[config.mk]
export PLATFORM = sky130hd
export DESIGN_NAME = hdmi_rx_event_status_latches
export DESIGN_NICKNAME = d
export VERILOG_FILES = /design/src/logic/irq_latch_pkg.sv /design/src/logic/hdmi_rx_event_status_latches.sv
export SDC_FILE = /design/constraint.sdc
export NUM_CORES = 2
export LEC_CHECK = 0
export ABC_AREA = 1
export BUFFER_PORTS_ARGS = -buffer_cell sky130_fd_sc_hd__buf_4
export CAP_MARGIN = 40
export CORE_MARGIN = 2
export CORE_UTILIZATION = 59
export CTS_CLUSTER_SIZE = 28
export DETAILED_ROUTE_END_ITERATION = 10
export MAX_ROUTING_LAYER = met4
export PLACE_DENSITY_LB_ADDON = 0.12
export SYNTH_ARGS = -nofsm -noshare
export SYNTH_HDL_FRONTEND = slang
export SYNTH_SLANG_ARGS = --single-unit
[constraint.sdc]
create_clock -name i_mclk -period 3.3 [get_ports i_mclk]
set_clock_uncertainty 0.1 [all_clocks]
set_input_delay 0.66 -clock i_mclk [delete_from_list [all_inputs] [get_ports i_mclk]]
set_output_delay 0.66 -clock i_mclk [all_outputs]
set_load 0.1 [all_outputs]
[src/logic/irq_latch_pkg.sv]
// Constants and carrier types for the receiver event status latch bank.
// Assumes a single 40 MHz control clock and AXI4-Lite register access.
package irq_latch_pkg;

  // ****************************************************************
  // Register indices (byte address is four times the index)
  // ****************************************************************
  localparam int IDX_W = 10;
  localparam int NUM_BANKS = 3;
  // Bank order: level status three, level status four, edge status one
  localparam int BANK_L3 = 0;
  localparam int BANK_L4 = 1;
  localparam int BANK_E1 = 2;
  localparam logic [2:0][IDX_W-1:0] STATUS_IDX = {10'h07A, 10'h070, 10'h06B};
  localparam logic [2:0][IDX_W-1:0] CLEAR_IDX = {10'h07B, 10'h071, 10'h06C};
  localparam logic [2:0][IDX_W-1:0] MASK_ONE_IDX = {10'h07C, 10'h072, 10'h06D};
  localparam logic [2:0][IDX_W-1:0] MASK_TWO_IDX = {10'h07D, 10'h073, 10'h06E};
  // Bits that really exist in each bank; the rest read as zero
  localparam logic [2:0][7:0] IMPL_MASK = {8'hC0, 8'h07, 8'hFF};
  localparam logic [2:0][7:0] LATCH_RESET = {8'h00, 8'h00, 8'h00};

  // ****************************************************************
  // Field positions
  // ****************************************************************
  localparam int BIT_PORT_B_SUPPLY = 7;
  localparam int BIT_PORT_A_PLL = 6;
  localparam int BIT_PORT_B_PLL = 5;
  localparam int BIT_PORT_A_CLOCK = 4;
  localparam int BIT_PORT_B_CLOCK = 3;
  localparam int BIT_STEREO = 2;
  localparam int BIT_VSYNC_LOCK = 1;
  localparam int BIT_REGEN_LOCK = 0;
  localparam int BIT_PORT_A_CIPHER = 2;
  localparam int BIT_PORT_B_CIPHER = 1;
  localparam int BIT_PORT_A_SUPPLY = 0;
  localparam int BIT_SECOND_CODE = 7;
  localparam int BIT_FIRST_CODE = 6;

  // ****************************************************************
  // Bus answers
  // ****************************************************************
  localparam logic [1:0] RESP_OKAY = 2'h0;
  localparam logic [1:0] RESP_SLVERR = 2'h2;

  // Raw level indications; bits [10:3] map onto level status three,
  // bits [2:0] onto level status four
  typedef struct packed {
    logic port_b_supply_seen_level;
    logic port_a_pll_lock_level;
    logic port_b_pll_lock_level;
    logic port_a_clock_seen_level;
    logic port_b_clock_seen_level;
    logic stereo_video_level;
    logic vsync_filter_lock_level;
    logic enable_regen_lock_level;
    logic port_a_cipher_seen_level;
    logic port_b_cipher_seen_level;
    logic port_a_supply_seen_level;
  } raw_levels_t;

  // Register kinds seen by the address decoder
  typedef enum logic [2:0] {KIND_NONE, KIND_STATUS, KIND_CLEAR, KIND_MASK_ONE, KIND_MASK_TWO} reg_kind_t;

  typedef struct packed {
    reg_kind_t kind;
    logic [1:0] bank;
  } reg_decode_t;

endpackage

[src/logic/hdmi_rx_event_status_latches.sv]
// Sticky event status latches of a dual-port receiver, with clear and
// two mask sets, reached over AXI4-Lite; two level interrupt outputs.
// Assumes raw indications and bus inputs are synchronous to i_mclk.
//
// Register access over AXI4-Lite was chosen for this implementation.
`timescale 1ns/1ps

module hdmi_rx_event_status_latches
  import irq_latch_pkg::*;
#(
  parameter int ADDR_W = 12,
  parameter int PKT_W = 224
) (
  // Clock and reset
  input wire logic i_mclk,
  input wire logic i_rstn,
  // Raw event indications
  input wire raw_levels_t i_levels,
  input wire logic i_first_recording_code_strobe,
  input wire logic [PKT_W-1:0] i_first_recording_code_body,
  input wire logic i_second_recording_code_strobe,
  input wire logic [PKT_W-1:0] i_second_recording_code_body,
  // AXI4-Lite write address and data
  input wire logic i_awvalid,
  output logic o_awready,
  input wire logic [ADDR_W-1:0] i_awaddr,
  input wire logic i_wvalid,
  output logic o_wready,
  input wire logic [31:0] i_wdata,
  input wire logic [3:0] i_wstrb,
  // AXI4-Lite write response
  output logic o_bvalid,
  input wire logic i_bready,
  output logic [1:0] o_bresp,
  // AXI4-Lite read
  input wire logic i_arvalid,
  output logic o_arready,
  input wire logic [ADDR_W-1:0] i_araddr,
  output logic o_rvalid,
  input wire logic i_rready,
  output logic [31:0] o_rdata,
  output logic [1:0] o_rresp,
  // Interrupt outputs
  output logic o_irq_output_one,
  output logic o_irq_output_two
);

  // ****************************************************************
  // State
  // ****************************************************************
  typedef struct packed {
    raw_levels_t prev;               // Levels one clock ago
    logic primed;                    // Previous sample is valid
    logic [2:0][7:0] status;         // Sticky latches
    logic [2:0][7:0] mask_one;       // Enables for first output
    logic [2:0][7:0] mask_two;       // Enables for second output
    logic [PKT_W-1:0] first_body;    // Last first recording code
    logic [PKT_W-1:0] second_body;   // Last second recording code
    logic first_seen;                // A first code has arrived
    logic second_seen;               // A second code has arrived
    logic aw_held;                   // Write address captured
    logic w_held;                    // Write data captured
    logic [ADDR_W-1:0] awaddr;       // Captured write address
    logic [7:0] wbyte;               // Captured low data byte
    logic wlane;                     // Low byte lane strobe
    logic awready;
    logic wready;
    logic bvalid;
    logic [1:0] bresp;
    logic arready;
    logic rvalid;
    logic [31:0] rdata;
    logic [1:0] rresp;
    logic irq_one;
    logic irq_two;
  } state_t;

  state_t state_reg;
  state_t state_next;

  // Combinational terms; all but evt and clr are also watched by the checks below
  raw_levels_t lvl_chg;              // Level change this cycle
  logic [2:0][7:0] evt;              // Set requests
  logic [2:0][7:0] clr;              // Clear requests
  logic [2:0][7:0] kept;             // Latches not being cleared
  logic [2:0][7:0] both;             // Set and clear together
  logic first_new;                   // First code with new content
  logic second_new;                  // Second code with new content

  // ****************************************************************
  // Address decoder, shared by the write and read paths
  // ****************************************************************
  function automatic reg_decode_t decode(input logic [ADDR_W-1:0] addr);
    reg_decode_t d;
    d.kind = KIND_NONE;
    d.bank = 2'h0;
    for (int b = 0; b < NUM_BANKS; b++) begin
      if (addr[IDX_W+1:2] == STATUS_IDX[b]) begin
        d.kind = KIND_STATUS;
        d.bank = 2'(b);
      end else if (addr[IDX_W+1:2] == CLEAR_IDX[b]) begin
        d.kind = KIND_CLEAR;
        d.bank = 2'(b);
      end else if (addr[IDX_W+1:2] == MASK_ONE_IDX[b]) begin
        d.kind = KIND_MASK_ONE;
        d.bank = 2'(b);
      end else if (addr[IDX_W+1:2] == MASK_TWO_IDX[b]) begin
        d.kind = KIND_MASK_TWO;
        d.bank = 2'(b);
      end
    end
    return d;
  endfunction

  // ****************************************************************
  // Next-state logic
  // ****************************************************************
  // Event detection, bus slave and latch update in one pass
  always_comb begin
    reg_decode_t wdec;
    reg_decode_t rdec;
    wdec = decode(state_reg.awaddr);
    rdec = decode(i_araddr);
    state_next = state_reg;
    evt = '0;
    clr = '0;

    // Any edge of a level counts, so compare with last sample
    lvl_chg = i_levels ^ state_reg.prev;
    state_next.prev = i_levels;
    state_next.primed = 1'b1;
    // First cycle after reset has no valid history, so no level events
    if (state_reg.primed) begin
      evt[BANK_L3] = lvl_chg[10:3];
      evt[BANK_L4] = {5'h00, lvl_chg[2:0]};
    end

    // Packet latches fire only on content that differs
    first_new = i_first_recording_code_strobe &&
                (!state_reg.first_seen || i_first_recording_code_body != state_reg.first_body);
    second_new = i_second_recording_code_strobe &&
                 (!state_reg.second_seen || i_second_recording_code_body != state_reg.second_body);
    if (i_first_recording_code_strobe) begin
      state_next.first_body = i_first_recording_code_body;
      state_next.first_seen = 1'b1;
    end
    if (i_second_recording_code_strobe) begin
      state_next.second_body = i_second_recording_code_body;
      state_next.second_seen = 1'b1;
    end
    evt[BANK_E1][BIT_FIRST_CODE] = first_new;
    evt[BANK_E1][BIT_SECOND_CODE] = second_new;

    // Address and data are taken independently, in either order
    if (i_awvalid && state_reg.awready) begin
      state_next.aw_held = 1'b1;
      state_next.awaddr = i_awaddr;
    end
    if (i_wvalid && state_reg.wready) begin
      state_next.w_held = 1'b1;
      state_next.wbyte = i_wdata[7:0];
      state_next.wlane = i_wstrb[0];
    end

    // Both halves present: perform the write and answer
    if (state_reg.aw_held && state_reg.w_held && !state_reg.bvalid) begin
      state_next.bresp = RESP_OKAY;
      unique case (wdec.kind)
        KIND_CLEAR: begin
          // Write one to clear; only the low lane carries latch bits
          if (state_reg.wlane) begin
            clr[wdec.bank] = state_reg.wbyte;
          end
        end
        KIND_MASK_ONE: begin
          if (state_reg.wlane) begin
            state_next.mask_one[wdec.bank] = state_reg.wbyte & IMPL_MASK[wdec.bank];
          end
        end
        KIND_MASK_TWO: begin
          if (state_reg.wlane) begin
            state_next.mask_two[wdec.bank] = state_reg.wbyte & IMPL_MASK[wdec.bank];
          end
        end
        KIND_STATUS: begin
          // Status is read only; the write is accepted and ignored
        end
        default: begin
          state_next.bresp = RESP_SLVERR;
        end
      endcase
      state_next.bvalid = 1'b1;
      state_next.aw_held = 1'b0;
      state_next.w_held = 1'b0;
    end else if (state_reg.bvalid && i_bready) begin
      state_next.bvalid = 1'b0;
    end
    // No new write is taken until the response has gone
    state_next.awready = !state_next.aw_held && !state_next.bvalid;
    state_next.wready = !state_next.w_held && !state_next.bvalid;

    // Read path: one outstanding read, answered the cycle after taking
    if (i_arvalid && state_reg.arready) begin
      state_next.rvalid = 1'b1;
      state_next.rresp = RESP_OKAY;
      unique case (rdec.kind)
        KIND_STATUS: begin
          state_next.rdata = {24'h000000, state_reg.status[rdec.bank]};
        end
        KIND_MASK_ONE: begin
          state_next.rdata = {24'h000000, state_reg.mask_one[rdec.bank]};
        end
        KIND_MASK_TWO: begin
          state_next.rdata = {24'h000000, state_reg.mask_two[rdec.bank]};
        end
        KIND_CLEAR: begin
          // Clear registers are write only and read as zero
          state_next.rdata = 32'h00000000;
        end
        default: begin
          state_next.rdata = 32'h00000000;
          state_next.rresp = RESP_SLVERR;
        end
      endcase
    end else if (state_reg.rvalid && i_rready) begin
      state_next.rvalid = 1'b0;
    end
    state_next.arready = !state_next.rvalid;

    // Latch update: the set term is or-ed last, so it wins
    for (int b = 0; b < NUM_BANKS; b++) begin
      kept[b] = state_reg.status[b] & ~clr[b];
      both[b] = evt[b] & clr[b];
      state_next.status[b] = (kept[b] | evt[b]) & IMPL_MASK[b];
    end

    // Outputs follow the enabled latches from the same edge
    state_next.irq_one = |(state_next.status & state_next.mask_one);
    state_next.irq_two = |(state_next.status & state_next.mask_two);
  end

  // ****************************************************************
  // State register
  // ****************************************************************
  // Synchronous reset clears all latches, masks and bus state
  always_ff @(posedge i_mclk) begin
    if (!i_rstn) begin
      state_reg <= '0;
    end else begin
      state_reg <= state_next;
    end
  end

  // Outputs straight from the state register
  assign o_awready = state_reg.awready;
  assign o_wready = state_reg.wready;
  assign o_bvalid = state_reg.bvalid;
  assign o_bresp = state_reg.bresp;
  assign o_arready = state_reg.arready;
  assign o_rvalid = state_reg.rvalid;
  assign o_rdata = state_reg.rdata;
  assign o_rresp = state_reg.rresp;
  assign o_irq_output_one = state_reg.irq_one;
  assign o_irq_output_two = state_reg.irq_two;
endmodule

==> out/metrics.yaml <==
clock_tree:
  holdBufCountCts: 0
  cts_resized: 0
  cts_buffers: 58
  cts_root_buffer: "clkbuf_16"
  cts_tree: "yes"
  cts_num_sinks: 561
  cts_max_path_buffers: 3
  cts.clk_slew.worst_paths_ns: 0.06
  htreeDepth: 2
  cts_setup_buffers: 0
  clk_latency_ns: 0.63
outcome:
  status: "completed"
power_and_ir_drop:
  p_int_mw: 12.10
  pwr-share-clk: 0.401
  netSwitchingFraction: 0.2706
  p_leak_nw: 16.08
  combPwrFrac: 0.150
  power_mw: 16.59
  power.density_nw_per_um2: 489.0
  pwr-share-seq: 0.450
  ir_drop_mv: 0.5507
  power.switching_mw: 4.490
critical_path:
  cp-end-kind: "register"
  startpoint: "state_reg[61]$_SDFFE_PN0P_"
  cp-start-kind: "register"
  critPathKind: "reg -> reg"
  worstReg2RegStart: "state_reg[61]$_SDFFE_PN0P_"
  crit_required_ns: 3.68
  crit_arrival_ns: 3.05
  path_max_fanout: 14
  r2r_slack_ns: 0.63
routing:
  dr.pass1.iters: 6
  drt_wl_total_um: 86520
  ant_nets: 0
  initialDrtViolationCount: 2420
  vias: 28320
  met3_wirelength_um: 7652
  post_drt_via_cell_ratio: 5.214
  wl_met2_um: 40570
  drc: 0
  wl_met1_um: 34250
  routedWlPerCell_um: 15.93
  topRoutingLayerUsed: "met4"
final_layout:
  area_growth_syn_to_layout_pct: 21.83
  largest_register_ffs: 522
  instances_no_fill: 5432
  drive_gt1_frac: 0.1409
  final_common_cell: "nand2_1"
  fin_nets: 5278
  mostFrequentLayoutCells: "962 x nand2_1, 703 x o21ai_0, 613 x inv_1"
  nFillCells: 4015
grt:
  grt_pass1_vias: 25840
  grt-ovfl-total: 0
  grt_max_degree: 192
  antenna_found_initial: 35
  grt_first_pass_wirelength_um: 134400
  grt_usage: 0.3526
placed_design:
  port_buffers: 513
  gp_congestion: 0.9508
  place_inst: 5297
  dpl.hpwl_um: 65070
synth:
  synth-main-ff-cell: "dfxtp_1"
  seq_area_frac_synth: 0.4033
  syn_inst: 4332
  ys_ff_latch: 561
  async_flop_share: 0
  syn_area_sq_um: 27850
  synth_edf_count: 0
  postSynthAreaPerCell_sq_um: 6.429
  ys.warnings.count: 0
  ys_types: 38
sta:
  fin_hold_ws_ns: 0.1195
  fin_crit_ns: 2.671
  slew_headroom: 0.4905
  slew_viol_final: 0
  finalSetupTns_ns: 0
  rsz0062_at_grt: "no"
  hold_violations: 0
  period_share: 0.8093
  fmax_ghz: 0.3744
  setup_viol: 0
  worst_pin_slew_ns: 0.7642
die:
  die_h_um: 221.3
  fp-row-count: 79
  die-area_sq_um: 48960
  die_w_um: 221.3
  start_util: 0.5982
  io_pins: 571
  core_area_sq_um: 46560
min_path:
  min_path_type: "in -> reg"
  min-delay-start: "i_levels[2]"
flow_run:
  drv_cap: 0
## power by group through the flow
stage               registers [mW]  logic (mW)  clock network (mW)
floorplan                     7.56        1.52                   0
global placement              7.58        2.40                   0
detailed placement            7.60        2.45                   0
CTS                           7.45        2.47                6.70
global route                  7.51        2.79                7.00
finish                        7.46        2.48                6.65
## cell families (layout without fill, tap and decap cells)
kind of cell | count (synthesis) | count (layout) | share of synthesized area
other cells | 1 | 61 | 0.0001346
xor+xnor | 98 | 98 | 0.03082
simple gates | 1701 | 1701 | 0.2403
buf+inv | 834 | 1267 | 0.1184
compound gates | 1137 | 1137 | 0.2071
flops | 561 | 561 | 0.4033
## final timing paths
path                                               endpoint  cells after the start
worst min register to register                     register                      2
worst max register to register  o_irq_output_one$_SDFF_PN0_                     16
worst min-delay path              state_reg[591]$_SDFF_PN0_                      3
worst max-delay path            o_irq_output_one$_SDFF_PN0_                     16
## layout make-up
type / instances / area (sq um) / area share
antenna: 35 / 87.58 / 0.002581
clock buffer: 93 / 1827 / 0.05384
sequential: 561 / 11230 / 0.3310
tap: 607 / 759.5 / 0.02238
inverter: 627 / 2359 / 0.06951
multi-input combinational: 2962 / 13420 / 0.3954
timing repair buffer: 540 / 4163 / 0.1227
clock inverter: 7 / 87.58 / 0.002581
## critical path: stages (launching register included)
cell and delay [ns]:
dfxtp_1 0.30, inv_1 0.06, nand2_1 0.13, nor2_4 0.30, nand2_1 0.13, inv_1 0.09
nand2_1 0.09, nand2_1 0.12, nand2_1 0.18, nor2_2 0.41, o21ai_0 0.17, nand2_1 0.10
nand2_1 0.06, inv_1 0.06, nand4_1 0.08, nor2_1 0.12, nor2_1 0.05
## synth_stat cells (all sizes together), types with 25 or more instances
cell type  number  area [sq um]
inv           624          2345
o21ai         716          3583
a21oi         394          1972
xnor2          77         674.4
dfxtp         561         11230
buf            44         329.1
nor2          590          2260
nand2         968          3649
nor3           25         125.1
clkbuf        163         611.8
nand3          76         395.4
## routing by layer
| layer | up-vias | track usage |
|---|---|---|
| met3 | 179 | 0.09043 |
| met4 | 0 | 0.1628 |
| li1 | 14470 | - |
| met2 | 1021 | 0.5700 |
| met5 | - | - |
| met1 | 12650 | 0.4111 |
## metrics by stage
step | area (sq um) | setup WS, ns | utilization
3_5_place_dp | 31930 | 0.4858 | 0.6858
2_1_floorplan | 27940 | 0.9322 | -
6_report | 33930 | 0.6293 | 0.7288
5_1_grt | 33930 | 0.3129 | 0.7288
4_1_cts | 33840 | 0.6831 | 0.7269
3_3_place_gp | 31930 | 0.5142 | 0.6858
Power figures use the tool's default switching activity.
